## src/hw/sac_pkg.sv

```systemverilog
// Shared constants for the six-channel conversion control block.
package sac_pkg;
  localparam int DW            = 16;
  localparam int NCH           = 6;
  localparam int NPAIR         = 3;
  localparam int RES_BITS      = 16;
  localparam int FIFO_DEPTH    = 8;
  localparam int CLK_PERIOD_PS = 4000;
  localparam int CONV_TIME_US  = 3;
  localparam int CONV_CYCLES   = (CONV_TIME_US * 1000 * 1000) / CLK_PERIOD_PS;
  localparam int CNT_W         = 10;
  localparam int IDX_LAST      = NCH - 1;
  localparam int CTRL_W        = 8;
  localparam int DB_CTRL_LSB   = 8;
  localparam int CTRL_PAIR_LSB = 5;
  localparam int CTRL_BUF_BIT  = 0;
  localparam logic [CTRL_W-1:0] CTRL_RESET = 8'h00;
  localparam logic [DW-1:0] RES_MASK = 16'((32'h1 << RES_BITS) - 32'h1);
endpackage : sac_pkg

```

## src/hw/sac_conv_ctrl.sv

```systemverilog
// Conversion sequencing and readout selection for three channel pairs.
`timescale 1ns/1ps
module sac_conv_ctrl
  import sac_pkg::*;
(
  input  wire logic              clock,
  input  wire logic              nrst,
  input  wire logic              clk_en,
  input  wire logic              start_pair_a,
  input  wire logic              start_pair_b,
  input  wire logic              start_pair_c,
  input  wire logic              soft_mode,
  input  wire logic              interface_select,
  input  wire logic              word_byte_sel,
  input  wire logic              high_byte_first,
  input  wire logic              cs_n,
  input  wire logic              rd_n,
  input  wire logic              wr_n,
  input  wire logic [DW-1:0]     db_in,
  input  wire logic              buffer_disable_pin,
  input  wire logic [NCH*DW-1:0] sample_data,
  input  wire logic              sclk,
  input  wire logic              daisy_en,
  input  wire logic              daisy_in,
  output logic                   busy,
  output logic                   track,
  output logic                   ref_buffers_off,
  output logic [DW-1:0]          db_out,
  output logic                   db_oe,
  output logic                   serial_out
);
  typedef struct packed {
    logic                   busy;
    logic                   track;
    logic [CNT_W-1:0]       cnt;
    logic [NPAIR-1:0]       pairs;
    logic [NPAIR-1:0]       start_prev;
    logic                   wr_prev;
    logic                   rd_prev;
    logic                   sclk_prev;
    logic [CTRL_W-1:0]      ctrl;
    logic [NCH-1:0][DW-1:0] res;
    logic [NCH*DW-1:0]      sreg;
    logic                   push;
    logic [2:0]             idx;
    logic                   byte_ph;
    logic                   buf_off;
    logic [DW-1:0]          dout;
    logic                   oe;
  } sac_st_t;

  sac_st_t          s, n;
  logic [NPAIR-1:0] starts, start_rise, sel;
  logic             start_go, rd_done, sclk_fall, sel_high;
  logic             f_clear, f_in_valid, f_in_ready, f_out_valid, f_out_ready;
  logic [DW-1:0]    f_out_data, head_word;

  assign starts = {start_pair_c, start_pair_b, start_pair_a};

  sac_fifo #(
    .W(DW),
    .D(FIFO_DEPTH)
  ) u_fifo (
    .clock    (clock),
    .nrst     (nrst),
    .clk_en   (clk_en),
    .clear    (f_clear),
    .in_valid (f_in_valid),
    .in_ready (f_in_ready),
    .in_data  (s.res[s.idx]),
    .out_valid(f_out_valid),
    .out_ready(f_out_ready),
    .out_data (f_out_data)
  );

  always_comb begin
    n           = s;
    f_clear     = 1'b0;
    f_in_valid  = 1'b0;
    f_out_ready = 1'b0;
    start_rise  = starts & ~s.start_prev;
    // In software mode only the first start input fires, with the pair choice from the control bits.
    sel         = soft_mode ? s.ctrl[CTRL_PAIR_LSB +: NPAIR] : start_rise;
    start_go    = soft_mode ? start_rise[0] : (|start_rise);
    rd_done     = !s.rd_prev && rd_n && !cs_n && !interface_select;
    sclk_fall   = s.sclk_prev && !sclk;
    sel_high    = s.byte_ph ? !high_byte_first : high_byte_first;
    head_word   = f_out_valid ? f_out_data : '0;
    if (clk_en) begin
      n.start_prev = starts;
      n.wr_prev    = wr_n;
      n.rd_prev    = rd_n;
      n.sclk_prev  = sclk;
      if (!cs_n && rd_n && !s.wr_prev && wr_n) begin
        n.ctrl = db_in[DB_CTRL_LSB +: CTRL_W];
      end
      // Ascending order: skipped pairs are stepped over without a word.
      if (s.push) begin
        f_in_valid = s.pairs[s.idx[2:1]];
        if (!f_in_valid || f_in_ready) begin
          if (s.idx == 3'(IDX_LAST)) begin
            n.push = 1'b0;
          end else begin
            n.idx = 3'(s.idx + 1'b1);
          end
        end
      end
      if (rd_done && f_out_valid) begin
        if (!word_byte_sel || s.byte_ph) begin
          f_out_ready = 1'b1;
          n.byte_ph   = 1'b0;
        end else begin
          n.byte_ph = 1'b1;
        end
      end
      if (interface_select && !cs_n && sclk_fall) begin
        n.sreg = {s.sreg[NCH*DW-2:0], daisy_en & daisy_in};
      end
      if (!s.busy && start_go) begin
        n.busy    = 1'b1;
        n.track   = 1'b0;
        n.cnt     = '0;
        n.pairs   = sel;
        n.push    = 1'b0;
        n.byte_ph = 1'b0;
        // Stale words from the previous cycle must not be read after this one.
        f_clear   = 1'b1;
      end else if (s.busy) begin
        if (s.cnt == CNT_W'(CONV_CYCLES - 1)) begin
          n.busy  = 1'b0;
          n.track = 1'b1;
          for (int i = 0; i < NCH; i++) begin
            n.res[i] = s.pairs[i/2] ? (sample_data[i*DW +: DW] & RES_MASK) : '0;
            n.sreg[(NCH-1-i)*DW +: DW] = n.res[i];
          end
          n.push = !interface_select;
          n.idx  = '0;
        end else begin
          n.cnt = CNT_W'(s.cnt + 1'b1);
        end
      end
      n.oe      = !cs_n && !rd_n && !interface_select;
      n.dout    = !word_byte_sel ? head_word :
                  {(sel_high ? head_word[15:8] : head_word[7:0]), 8'h00};
      n.buf_off = soft_mode ? s.ctrl[CTRL_BUF_BIT] : (interface_select && buffer_disable_pin);
    end
  end

  always_ff @(posedge clock or negedge nrst) begin
    if (!nrst) begin
      s       <= '0;
      s.track <= 1'b1;
      s.ctrl  <= CTRL_RESET;
    end else begin
      s <= n;
    end
  end

  assign busy            = s.busy;
  assign track           = s.track;
  assign ref_buffers_off = s.buf_off;
  assign db_out          = s.dout;
  assign db_oe           = s.oe;
  assign serial_out      = s.sreg[NCH*DW-1];

  localparam int CONV_MIN = 8;
  localparam int CONV_MAX = 1000;
endmodule : sac_conv_ctrl

```

## src/hw/sac_fifo.sv

```systemverilog
// Result FIFO with valid and ready on both sides.
`timescale 1ns/1ps
module sac_fifo #(
  parameter int W = 16,
  parameter int D = 8
) (
  input  wire logic         clock,
  input  wire logic         nrst,
  input  wire logic         clk_en,
  input  wire logic         clear,
  input  wire logic         in_valid,
  output logic              in_ready,
  input  wire logic [W-1:0] in_data,
  output logic              out_valid,
  input  wire logic         out_ready,
  output logic [W-1:0]      out_data
);
  localparam int AW = $clog2(D);
  typedef struct packed {
    logic [D-1:0][W-1:0] mem;
    logic [AW-1:0]       wp;
    logic [AW-1:0]       rp;
    logic [AW:0]         cnt;
  } sac_fifo_st_t;
  sac_fifo_st_t s, n;
  logic push, pop;

  assign in_ready  = (s.cnt != (AW+1)'(D));
  assign out_valid = (s.cnt != '0);
  assign out_data  = s.mem[s.rp];
  assign push      = in_valid && in_ready;
  assign pop       = out_valid && out_ready;

  always_comb begin
    n = s;
    if (clk_en) begin
      if (clear) begin
        n.wp  = '0;
        n.rp  = '0;
        n.cnt = '0;
      end else begin
        if (push) begin
          n.mem[s.wp] = in_data;
          n.wp = (s.wp == AW'(D-1)) ? '0 : AW'(s.wp + 1'b1);
        end
        if (pop) begin
          n.rp = (s.rp == AW'(D-1)) ? '0 : AW'(s.rp + 1'b1);
        end
        n.cnt = (AW+1)'(s.cnt + {{AW{1'b0}}, push} - {{AW{1'b0}}, pop});
      end
    end
  end

  always_ff @(posedge clock or negedge nrst) begin
    if (!nrst) begin
      s <= '0;
    end else begin
      s <= n;
    end
  end
endmodule : sac_fifo

```

## config.mk

```make
export PLATFORM = sky130hd
export DESIGN_NAME = sac_conv_ctrl
export DESIGN_NICKNAME = d
export VERILOG_FILES = /design/src/hw/sac_pkg.sv /design/src/hw/sac_conv_ctrl.sv /design/src/hw/sac_fifo.sv
export SDC_FILE = /design/constraint.sdc
export NUM_CORES = 1
export LEC_CHECK = 0
export BUFFER_PORTS_ARGS = -buffer_cell sky130_fd_sc_hd__buf_2
export CORE_AREA = 3 3 265 267
export CTS_BUF_LIST = sky130_fd_sc_hd__clkbuf_8
export CTS_CLUSTER_SIZE = 30
export DETAILED_ROUTE_END_ITERATION = 8
export DIE_AREA = 0 0 268 270
export PLACE_DENSITY = 0.5
export SETUP_SLACK_MARGIN = 0.4
export SLEW_MARGIN = 20
export SYNTH_ARGS = -nofsm -noshare
export SYNTH_HDL_FRONTEND = slang
export SYNTH_SLANG_ARGS = --single-unit
```

## constraint.sdc

```tcl
create_clock -name clock -period 7.72 [get_ports clock]
set_clock_uncertainty 0.2 [all_clocks]
set_input_delay 0.772 -clock clock [delete_from_list [all_inputs] [get_ports clock]]
set_output_delay 0.772 -clock clock [all_outputs]
set_load 0.02 [all_outputs]
```

* Word-level counts from Yosys, hierarchy flattened
Cells that the tools add are included.
** Storage, ports and cells
- Register bits after elaboration :: 382
- Bits in latches :: 0
- RAM bits :: 0
- Bits in read-only memories :: 0
- Input bits :: 129
- Output and inout port bits :: 21
- Logic and storage cells :: 151
- Memories :: 0
** Cells by class
- Add/sub/neg operators :: 6
- $mul :: 0
- Divide/modulo/power cells :: 0
- Order comparisons :: 5
- Equality and inequality tests :: 6
- Shift-type cells :: 0
- Multiplexer cells :: 51
- Bitwise operators :: 5
- Reduce and logical (&&, ||, !) cells :: 45
** Operators with widths (count)
- $mux W100 :: 2
- $mux W96 :: 2
- $mux W16 :: 11
- $bwmux W128 :: 1
- $bmux W16 S3 :: 2
- $demux W16 S3 :: 1
- $mux W12 :: 2
- $mux W3 :: 7
- $mux W10 :: 2
- $logic_and A1 B1 Y1 :: 17
- $mux W1 :: 16
- $lt A3 B4 Y1 const B :: 3
- $add A10 B1 Y10 const B :: 1
- $eq A10 B10 Y1 const B :: 1
- $logic_not A1 Y1 :: 10
- $reduce_and A2 Y1 :: 5
- $reduce_bool A2 Y1 :: 5
- $add A3 B1 Y3 const B :: 3
- $eq A3 B3 Y1 const B :: 3
- $reduce_and A3 Y1 :: 3
- $mux W4 :: 2
- $mux W8 :: 1
- $add A4 B1 Y4 :: 1
- $ne A4 B4 Y1 const B :: 1
- other kinds (14) :: 16

* Logic depth before layout (Yosys ltp)
Gate-level depths: netlist of run 1.
- Word-level depth :: 10
- Gate-level depth with buffers :: 13
- Depth with buffers taken out :: 13

* Cells and area by module
Synthesis of run 1 repeated with hierarchy kept, for this count alone.
** Unflattened totals
- Cells, all modules :: 1423
- Area total of the unflattened synthesis :: 17451.7 µm²
** Modules (own cells, without submodules)
- sac_conv_ctrl :: times used 1, cells an instance 1016, area an instance 10891.7 µm², sequential area each 6007.0 µm²
- sac_fifo :: times used 1, cells an instance 407, area an instance 6560.0 µm², sequential area each 3453.3 µm²

* Worst setup path before layout of run 1
OpenSTA, ideal clock, no wires.
- Kind :: input -> register
- Start point :: input clk_en
- End point :: register u_fifo.s[3] in the netlist's numbering
- Library setup time :: 0.118 ns
- Arrival time :: 2.686 ns
- Required time :: 7.402 ns
- Path slack :: 4.716 ns
- Stages on the path :: 13
- Buffers on the path :: 1
- Cell sequence :: buf_2 -> inv_2 -> a21oi_1 -> nand3_1 -> inv_1 -> ha_1 -> inv_1 -> ha_1 -> a21o_1 -> a21oi_1 -> xnor2_1 -> nor3_1 -> a21o_1
** On the way
- Word-level cells in the longest chain between the ends :: 5
- Elaborated cells on any way between the ends :: 8
- Classes of those cells :: add/sub: 2; mux: 4; reduce/logical: 2
** Ends and longest elaborated chain
- start, declared :: line sac_conv_ctrl.sv:8 : input wire logic clk_en,
- $mux W1 :: line sac_conv_ctrl.sv:89 : if (clk_en) begin
- $logic_and A1 B1 Y1 :: line sac_fifo.sv:31 : assign push = in_valid && in_ready;
- $add A4 B1 Y4 :: line sac_fifo.sv:49 : n.cnt = (AW+1)'(s.cnt + {{AW{1'b0}}, push} - {{AW{1'b0}}, pop});
- $sub A4 B1 Y4 :: line sac_fifo.sv:49
- $mux W10 :: line sac_fifo.sv:37 : if (clear) begin
- end signal, assigned :: line sac_fifo.sv:58 : s <= n;
- end, declared :: line sac_fifo.sv:25 : sac_fifo_st_t s, n;
Several ways; a longest one is shown, not always the timed one.
A chain may end at the register's enable or synchronous reset.

* Worst setup path in the final report of run 1
- Start point :: register s[21] in the netlist's numbering
- End point :: register u_fifo.s[89] in the netlist's numbering
** On the way
- Word-level cells in the longest chain between the ends :: 6
- Elaborated cells on any way between the ends :: 9
- Classes of those cells :: mux: 7; reduce/logical: 2
** Ends and longest elaborated chain
- start, declared :: line sac_conv_ctrl.sv:52 : sac_st_t s, n;
- start signal, assigned :: line sac_conv_ctrl.sv:155 : s <= n;
- $bmux W1 S2 :: line sac_conv_ctrl.sv:99 : f_in_valid = s.pairs[s.idx[2:1]];
- $mux W1 (not written as such) :: line sac_conv_ctrl.sv:99
- $mux W1 :: line sac_conv_ctrl.sv:98 : if (s.push) begin
- $mux W1 :: line sac_conv_ctrl.sv:89
- $logic_and A1 B1 Y1 :: line sac_fifo.sv:31
- $reduce_and A3 Y1 (no line)
Several ways; a longest one is shown, not always the timed one. The select of a mux whose other input is x is not followed.

==> run summary, run 1 <==
Post-synth EDFFs: 0
Root Driver: clkbuf_8
register area: 9460 µm²
routed len/inst: 19.2 µm
Ports: 150
final setup fails: 0
Cell Rows: 96
global-route usage over all layers: 0.133
final count of hold timing violations: 0
post-cts sizing count: 0
Crit Path Category: flip-flop to flip-flop
r2r setup slk: 4.18 ns
vias: 11,500
Worst Hold Class: primary input to flip-flop
H-tree Lvls: 3
clock latency on the worst-skew pair: 0.63 ns
Final Cycle Share: 0.458
top_reg_cell synth: dfrtp_1
Initial Util: 0.247
Worst R2R End: u_fifo.s[89]
cts hold-fix bufs: 1
register area share after synthesis: 0.559
Rel. slew slack: 0.225
Worst Hold Path EP: s[159]
vias in the first global route: 12,100
CP Capture Type: flip-flop
initial antenna violation count: 3
DIE HEIGHT: 270 µm
Max clock buf depth: 3
commonest non-fill, non-tap cells in the layout: nand2_1 (393), dfrtp_1 (376), buf_2 (136)
DR vias/cell: 4.60
final wirelength: 48.0 mm
Post-DP HPWL: 32.1 mm
most common cell after layout, fill and taps aside: nand2_1
FF+latch count, synth: 378
Overflow after GRT: 0
Avg Inst Size Synth: 11.7 µm²
Slowest Stage Delay on Critical Path: 1.06 ns
RSZ-0062 raised after global routing: no
VDD IR max: 0.110 mV
post-route ant nets: 0
worst flop-to-flop path startpoint: s[21]
layout cells sized above 1: 0.253
setup bufs post-CTS: 0
crit path launch type: flip-flop
post-route minimum period: 3.54 ns
highest clock rate: 0.283 GHz
Slew Limit Fails: 0
Mapped Area: 16,900 µm²
CTS tree: done
Final TNS setup: 0 ns
Core ar.: 68,300 µm²
Cells after Synth: 1,444
Syn Nets: 1,588
critical path's slowest cell: nor3_4
critical-path maximum fanout: 22
die footprint: 72,400 µm²
WP data required: 8.02 ns
hold depth: 3
area grow syn2layout: 17.1%
total power draw: 4.25 mW
yosys warns: 0
cell chain of the critical path: mux2i_1 > o21ai_2 > nand4b_4 > nor3_4 > mux2_2
Clock Sinks: 378
crit path buf inv count: 0
Remaining DRCs: 0
Leak: 9.91 nW
Least-Margin Pin Slew: 1.16 ns
routability cong.: 0.748
CP arrival: 3.84 ns
worst reg2reg path depth: 5
largest net degree at the start of global routing: 159
# port buffers: 137
fillers: 6,988
clk slew on worst S/H paths: 0.05 ns
fin nets: 1,717
delay-heaviest family, CP: simple AND/OR/NAND/NOR gates
Async SR Flop Fraction: 1.00
global-route wire length before repair: 73.6 mm
status: finished, final reports clean
Yosys cell types: 56
DR pass1 iterations: 5
footprint of the multi-input gates: 6830 µm²
Die X: 268 µm
Power per Cell Area: 215 nW/µm²
DR iter-0 viols: 875
number of max-cap violations: 0
TritonCTS buffer count: 70
Hold Crit Start: sample_data[40]
==> per-layer routing <==
| metal | wire length [µm] | track usage | up-vias | part of all wire |
|---|---|---|---|---|
| met5 | 0 | 0 | - | 0 |
| met4 | 1100 | 0.0445 | 0 | 0.023 |
| met3 | 2130 | 0.0265 | 61 | 0.044 |
| met2 | 22800 | 0.214 | 267 | 0.48 |
| met1 | 22000 | 0.179 | 5861 | 0.46 |
| li1 | - | - | 5323 | - |
==> flip-flops by register name, indices dropped and copies added, names as in the netlist <==
| signal | count |
|---|---|
| u_fifo.s | 138 |
| db_oe | 1 |
| s | 219 |
| busy | 1 |
| serial_out | 1 |
| db_out | 16 |
| track | 1 |
| ref_buffers_off | 1 |
==> tightest hold or removal path, delay by kind of cell <==
family | cells | cell delay, ns
buffers and inverters | 1 | 0.08
AND/OR/NAND/NOR | 2 | 0.11
==> cell usage after synthesis, drive strengths merged, types with 7 or more instances <==
| cell type | count | share of area |
|---|---|---|
| nand2 | 394 | 0.087 |
| dfrtp | 377 | 0.56 |
| mux2 | 137 | 0.091 |
| a22oi | 96 | 0.043 |
| buf | 52 | 0.019 |
| clkbuf | 52 | 0.012 |
| mux4 | 48 | 0.064 |
| mux2i | 37 | 0.022 |
| inv | 35 | 0.0078 |
| nand3 | 34 | 0.010 |
| nor2 | 23 | 0.0051 |
| o22ai | 19 | 0.0070 |
| a21oi | 17 | 0.0057 |
| ha | 14 | 0.010 |
| a22o | 10 | 0.0052 |
| o21ai | 10 | 0.0032 |
| xnor2 | 10 | 0.0052 |
| o221ai | 8 | 0.0041 |
| o2bb2ai | 8 | 0.0041 |
| nand2b | 7 | 0.0026 |
| nor4 | 7 | 0.0079 |
==> final cells by class <==
cell class	count	area share
Tap cell	882	0.0557
Antenna cell	2	0.000253
Inverter	35	0.00664
Clock buffer	85	0.0591
Timing Repair Buffer	161	0.0456
Clock inverter	33	0.00986
Multi-Input combinational cell	927	0.345
Sequential cell	378	0.478
==> worst max-delay path by stage <==
stage	startpoint	end	slack, ns	depth (start not counted)
5_1_grt	s[21]	u_fifo.s[75]	4.05	5
6_report	s[21]	u_fifo.s[89]	4.18	5
3_3_place_gp	clk_en	u_fifo.s[3]	3.82	14
3_5_place_dp	clk_en	u_fifo.s[3]	3.83	14
2_1_floorplan	clk_en	u_fifo.s[3]	4.72	13
4_1_cts	s[21]	u_fifo.s[75]	4.20	5
==> kinds of logic (layout without fill, tap and decap cells) <==
| family | Yosys count | in the layout | synth area share |
|---|---|---|---|
| other cells | 0 | 2 | 0 |
| xor+xnor | 11 | 11 | 0.00570 |
| compound gates | 189 | 189 | 0.0820 |
| fa+ha+maj | 15 | 15 | 0.0115 |
| mux | 222 | 222 | 0.177 |
| simple gates | 490 | 490 | 0.126 |
| flops | 378 | 378 | 0.559 |
| buf+inv | 139 | 314 | 0.0385 |
==> through the flow <==
stage / hold WS [ns] / instance area [µm²] / cells / util / setup slack (ns)
after floorplan: 0.233 / 16900 / 1444 / - / 4.72
after global placement: 0.250 / 18400 / 2382 / 0.269 / 3.82
after detailed placement: 0.251 / 18400 / 2382 / 0.269 / 3.83
after CTS: 0.0984 / 19800 / 2501 / 0.290 / 4.20
after global routing: 0.139 / 19800 / 2503 / 0.290 / 4.05
final: 0.175 / 19800 / 2503 / 0.290 / 4.18
==> where the power goes <==
| part | leakage, nW | internal (mW) | switching [mW] |
|---|---|---|---|
| sequential | 5.24 | 2.02 | 0.0379 |
| clock | 0.785 | 1.05 | 0.850 |
| combinational | 3.89 | 0.102 | 0.189 |
No activity file was read; power rests on OpenSTA's default activity.
==> run 2: changes to the inputs <==
--- a/config.mk
+++ b/config.mk
@@ -11,7 +11,7 @@
 export CTS_CLUSTER_SIZE = 30
 export DETAILED_ROUTE_END_ITERATION = 8
 export DIE_AREA = 0 0 268 270
-export PLACE_DENSITY = 0.5
+export PLACE_DENSITY = 0.51
 export SETUP_SLACK_MARGIN = 0.4
 export SLEW_MARGIN = 20
 export SYNTH_ARGS = -nofsm -noshare
==> constraint.sdc (replaced) <==
create_clock -name clock -period 2.94 [get_ports clock]
set_clock_uncertainty 0.2 [all_clocks]
set_input_delay 0.294 -clock clock [delete_from_list [all_inputs] [get_ports clock]]
set_output_delay 0.294 -clock clock [all_outputs]
set_load 0.02 [all_outputs]
==> run 2 against run 1 <==
Compared with the run above:
- sequential power rose to 2.6 times the previous value
- clock power rose to 2.6 times the previous value
- sequential share of layout area down 4.3 points
- non-clock buffer count up 160
- maximum frequency up 45%
- count of clock-buffer cells in the layout up 3
- worst hold slack worse by 0.12 ns
- register-to-register slack worse by 3.7 ns
- setup slack worse by 3.7 ns
- power rose to 2.7 times the previous value
- critical path depth up 3
- largest cell class unchanged
==> run summary, run 2 (synthesis results as in run 1) <==
vias: 12,200 (was 11,500)
final count of hold timing violations: 0 (unchanged)
Power per Cell Area: 525 nW/µm² (was 215 nW/µm²)
Remaining DRCs: 0 (unchanged)
Post-DP HPWL: 33.7 mm (was 32.1 mm)
Die X: 268 µm (unchanged)
fin nets: 1,876 (was 1,717)
TritonCTS buffer count: 69 (was 70)
max reg flops: 219 (unchanged)
WP data required: 3.24 ns (was 8.02 ns)
Overflow after GRT: 0 (unchanged)
H-tree Lvls: 3 (unchanged)
crit path launch type: flip-flop (unchanged)
Final Cycle Share: 0.832 (was 0.458)
post-route minimum period: 2.44 ns (was 3.54 ns)
Final TNS setup: 0 ns (unchanged)
VDD IR max: 0.249 mV (was 0.110 mV)
CP Capture Type: flip-flop (unchanged)
critical-path maximum fanout: 8 (was 22)
worst slack at placement: 0.265 ns (was 3.83 ns)
clock latency on the worst-skew pair: 0.65 ns (was 0.63 ns)
final setup fails: 0 (unchanged)
clk slew on worst S/H paths: 0.07 ns (was 0.05 ns)
commonest non-fill, non-tap cells in the layout: nand2_1 (392), dfrtp_1 (376), buf_2 (136) (was nand2_1 (393), dfrtp_1 (376), buf_2 (136))
final wirelength: 49.8 mm (was 48.0 mm)
largest net degree at the start of global routing: 100 (was 159)
routability cong.: 0.755 (was 0.748)
Cell Rows: 96 (unchanged)
global-route wire length before repair: 76.6 mm (was 73.6 mm)
# port buffers: 137 (unchanged)
DR pass1 iterations: 6 (was 5)
number of max-cap violations: 0 (unchanged)
initial antenna violation count: 3 (unchanged)
routed len/inst: 18.6 µm (was 19.2 µm)
Least-Margin Pin Slew: 0.967 ns (was 1.16 ns)
register with the most flip-flops: s (unchanged)
CTS tree: done (unchanged)
area grow syn2layout: 28.8% (was 17.1%)
Final WS setup: 0.495 ns (was 4.18 ns)
Worst Hold Class: primary input to flip-flop (unchanged)
CP arrival: 2.74 ns (was 3.84 ns)
RSZ-0062 raised after global routing: no (unchanged)
Rel. slew slack: 0.353 (was 0.225)
die footprint: 72,400 µm² (unchanged)
post-route ant nets: 0 (unchanged)
global-route usage over all layers: 0.137 (was 0.133)
Initial Util: 0.247 (unchanged)
Crit Path Category: flip-flop to flip-flop (unchanged)
Ports: 150 (unchanged)
Core ar.: 68,300 µm² (unchanged)
highest clock rate: 0.409 GHz (was 0.283 GHz)
layout cells sized above 1: 0.275 (was 0.253)
Max clock buf depth: 3 (unchanged)
vias in the first global route: 12,900 (was 12,100)
DR vias/cell: 4.58 (was 4.60)
Root Driver: clkbuf_8 (unchanged)
Clock Sinks: 378 (unchanged)
DIE HEIGHT: 270 µm (unchanged)
most common cell after layout, fill and taps aside: nand2_1 (unchanged)
Slew Limit Fails: 0 (unchanged)
Leak: 10.7 nW (was 9.91 nW)
DR iter-0 viols: 818 (was 875)
status: finished, final reports clean (unchanged)
-- run 2: cell types whose count changed in the layout (fill, tap and decap cells not counted), moves of 6 or more --
cell	previous run	this run
dlygate4sd3_1	1	115
buf_4	21	43
buf_12	2	21
o22ai_1	19	3
o22ai_2	0	15
inv_1	59	53
-- run 2: what timing repair did --
item	4_1_cts	5_1_grt
pin swaps	1	9
gates cloned	0	3
setup endpoints to repair	120	201
endpoints found under the hold margin	595	0
resized for setup	2	31
buffers inserted	4	8
hold buffers	116	0
-- run 2: through the flow --
stage               instances  total power, mW  cell area [µm²]  hold slack [ns]  utilization
finish                   2668             11.4            21800           0.0571        0.319
global placement         2412             6.27            18800           0.0424        0.276
CTS                      2655             11.6            21500          0.00488        0.314
detailed placement       2412             6.29            18800           0.0442        0.276
floorplan                1444             5.88            16900           -0.202            -
global route             2667             12.0            21800           0.0448        0.319
-- run 2: final timing paths --
path | start | to | slack (ns) | cells past startpoint
setup / recovery | s[21] | u_fifo.s[67] | 0.50 | 8
hold / removal | clk_en | u_fifo.s[0] | 0.06 | 4
max in group asynchronous | nrst | s[19] | 0.98 | 3
min in group asynchronous | nrst | track | 0.10 | 2
hold reg to reg | s[161] | s[161] | 0.27 | 2
setup reg to reg | s[21] | u_fifo.s[67] | 0.50 | 8
-- run 2: report_power, final --
group	total [mW]	internal, mW	switching [mW]
logic	1.01	0.449	0.561
registers	5.38	5.30	0.0814
clock network	5.04	2.78	2.26
total	11.4	8.53	2.90
-- run 2: layout make-up --
type / instances / area [µm²]
antenna: 2 / 5.00
clock buffer: 88 / 1210
clock inverter: 35 / 190
fill: 6875 / 46600
inverter: 35 / 131
multi-input combinational: 927 / 6990
sequential: 378 / 9460
tap: 882 / 1100
timing repair buffer: 321 / 2690
-- run 2: critical path: stages, from the launching register on --
cell,delay [ns]
dfrtp_1,0.40
mux2i_1,0.14
o21ai_2,0.28
nand4b_4,0.20
buf_12,0.20
nor4_4,0.20
buf_4,0.19
clkbuf_16,0.18
mux2_1,0.32
-- run 2: metal layers --
metal / GRT usage / share of wire / up-vias
li1: - / - / 5661
met1: 0.181 / 0.45 / 6191
met2: 0.226 / 0.48 / 302
met3: 0.0257 / 0.043 / 73
met4: 0.0465 / 0.022 / 2
met5: 0 / 0.00022 / -
==> run 3: changes to the inputs <==
--- a/config.mk
+++ b/config.mk
@@ -11,7 +11,7 @@
 export CTS_CLUSTER_SIZE = 30
 export DETAILED_ROUTE_END_ITERATION = 8
 export DIE_AREA = 0 0 268 270
-export PLACE_DENSITY = 0.51
+export PLACE_DENSITY = 0.5
 export SETUP_SLACK_MARGIN = 0.4
 export SLEW_MARGIN = 20
 export SYNTH_ARGS = -nofsm -noshare
==> constraint.sdc (replaced) <==
create_clock -name clock -period 2.5 [get_ports clock]
set_clock_uncertainty 0.2 [all_clocks]
set_input_delay 0.25 -clock clock [delete_from_list [all_inputs] [get_ports clock]]
set_output_delay 0.25 -clock clock [all_outputs]
set_load 0.02 [all_outputs]
==> run 3 against run 2 <==
Compared with the run above:
- non-clock buffer count rose by 80
- count of clock-buffer cells in the layout grew 4
- power increased by 24%
- critical path type unchanged
- final cell count is 3.1% higher
- core utilization rose by 4.1 points
- die area did not move
- flip-flop and latch count is the same
- via count rose by 5.4%
- worst hold slack got worse by 0.041 ns
- sequential power up 18%
- combinational power is 37% higher
==> run summary, run 3 (synthesis results as in run 1) <==
total power draw: 14.2 mW (was 11.4 mW)
routability cong.: 0.779 (was 0.755)
vias in the first global route: 13,300 (was 12,900)
CTS tree: done (unchanged)
global-route wire length before repair: 80.0 mm (was 76.6 mm)
final wirelength: 56.3 mm (was 49.8 mm)
Root Driver: clkbuf_8 (unchanged)
CP Capture Type: flip-flop (unchanged)
Overflow after GRT: 0 (unchanged)
Max clock buf depth: 3 (unchanged)
clk slew on worst S/H paths: 0.06 ns (was 0.07 ns)
Final WS setup: 0.128 ns (was 0.495 ns)
Final Instance Count excl. Fillers: 2,750 (was 2,668)
fin util: 0.360 (was 0.319)
final setup fails: 0 (unchanged)
Cell Rows: 96 (unchanged)
TritonCTS buffer count: 71 (was 69)
DR pass1 iterations: 4 (was 6)
routed len/inst: 20.5 µm (was 18.6 µm)
Ports: 150 (unchanged)
DIE HEIGHT: 270 µm (unchanged)
Die X: 268 µm (unchanged)
met1 Track Usage GR: 0.189 (was 0.181)
Initial Util: 0.247 (unchanged)
cell total after placement: 2,427 (was 2,412)
most common cell after layout, fill and taps aside: dfrtp_1 (was nand2_1)
clock latency on the worst-skew pair: 0.66 ns (was 0.65 ns)
RSZ-0062 raised after global routing: yes (was no)
Core ar.: 68,300 µm² (unchanged)
Rel. slew slack: 0.630 (was 0.353)
post-route ant nets: 0 (unchanged)
fillers: 6,571 (was 6,875)
register with the most flip-flops: s (unchanged)
die footprint: 72,400 µm² (unchanged)
largest net degree at the start of global routing: 103 (was 100)
Remaining DRCs: 0 (unchanged)
initial antenna violation count: 1 (was 3)
critical-path maximum fanout: 8 (unchanged)
number of max-cap violations: 0 (unchanged)
Clock Sinks: 378 (unchanged)
crit path launch type: flip-flop (unchanged)
Post-DP HPWL: 33.1 mm (was 33.7 mm)
final count of hold timing violations: 0 (unchanged)
CP arrival: 2.70 ns (was 2.74 ns)
max reg flops: 219 (unchanged)
Slew Limit Fails: 0 (unchanged)
GR Util met2: 0.237 (was 0.226)
post-route minimum period: 2.37 ns (was 2.44 ns)
worst slack at placement: 0.0532 ns (was 0.265 ns)
vias: 12,900 (was 12,200)
met3 Use GR: 0.0273 (was 0.0257)
Least-Margin Pin Slew: 0.540 ns (was 0.967 ns)
Crit Path Category: flip-flop to flip-flop (unchanged)
commonest non-fill, non-tap cells in the layout: dfrtp_1 (372), nand2_1 (335), buf_2 (137) (was nand2_1 (392), dfrtp_1 (376), buf_2 (136))
fin nets: 1,958 (was 1,876)
status: finished, final reports clean (unchanged)
Worst Hold Class: primary input to flip-flop (unchanged)
Leak: 11.8 nW (was 10.7 nW)
VDD IR max: 0.293 mV (was 0.249 mV)
Power per Cell Area: 577 nW/µm² (was 525 nW/µm²)
global-route usage over all layers: 0.144 (was 0.137)
WP data required: 2.83 ns (was 3.24 ns)
highest clock rate: 0.422 GHz (was 0.409 GHz)
grt peak-use layer: met2 (unchanged)
Final Cycle Share: 0.949 (was 0.832)
layout cells sized above 1: 0.416 (was 0.275)
area grow syn2layout: 45.5% (was 28.8%)
DR iter-0 viols: 765 (was 818)
DR vias/cell: 4.69 (was 4.58)
H-tree Lvls: 3 (unchanged)
# port buffers: 137 (unchanged)
==> run 3: per-layer routing <==
| metal | part of all wire | vias to the layer above | routed length [µm] |
|---|---|---|---|
| li1 | - | 5832 | - |
| met2 | 0.49 | 287 | 27400 |
| met1 | 0.44 | 6659 | 25000 |
| met3 | 0.037 | 114 | 2110 |
| met4 | 0.033 | 0 | 1840 |
| met5 | 0 | - | 0 |
==> run 3: per-stage QoR <==
step / hold slack, ns / TNS (ns) / instance area, µm²
finish: 0.0164 / 0 / 24600
global route: 0.0250 / 0 / 24600
CTS: 0.00538 / 0 / 22600
detailed placement: -0.0656 / 0 / 19200
global placement: -0.0714 / -0.0122 / 19200
floorplan: -0.246 / 0 / 17100
==> run 3: report_power, final <==
part	internal (mW)	switching (mW)	leakage [nW]
clock	3.72	2.77	0.864
sequential	6.23	0.0922	5.23
combinational	0.641	0.737	5.70
==> run 3: cell type report <==
| cell class | instances | area (µm²) | area share |
|---|---|---|---|
| flip-flops and latches | 378 | 9470 | 0.385 |
| clock buffers | 92 | 1270 | 0.0515 |
| well taps | 882 | 1100 | 0.0449 |
| diodes | 1 | 2.50 | 0.000102 |
| clock inverters | 34 | 275 | 0.0112 |
| inverters | 35 | 139 | 0.00565 |
| repair buffers | 401 | 4130 | 0.168 |
| multi-input cells | 927 | 8220 | 0.334 |
==> run 3: worst max-delay path, cell delays in order, from the launching register on <==
cell and delay [ns]:
dfrtp_1 0.40, ha_2 0.18, and2_4 0.15, nand4b_4 0.21, buf_12 0.16, buf_16 0.12, nor4_4 0.12, buf_4 0.19
buf_12 0.16, mux2_2 0.35
==> run 3: path summary, 6_finish.rpt <==
kind,startpoint,to,slack [ns],depth (start not counted)
worst min register to register,s[153],s[153],0.27,2
worst max-delay path,u_fifo.s[3],u_fifo.s[40],0.13,9
worst min-delay path,clk_en,s[19],0.02,5
worst max register to register,u_fifo.s[3],u_fifo.s[40],0.13,9
min in group asynchronous,nrst,s[18],0.07,3
max in group asynchronous,nrst,track,1.44,3
==> run 3: timing repair <==
action | CTS | global route
hold buffers | 120 | 0
setup endpoints to repair | 323 | 301
gates cloned | 9 | 28
resized for setup | 70 | 289
setup buffers | 18 | 21
endpoints found under the hold margin | 605 | 0
pin swaps | 16 | 165
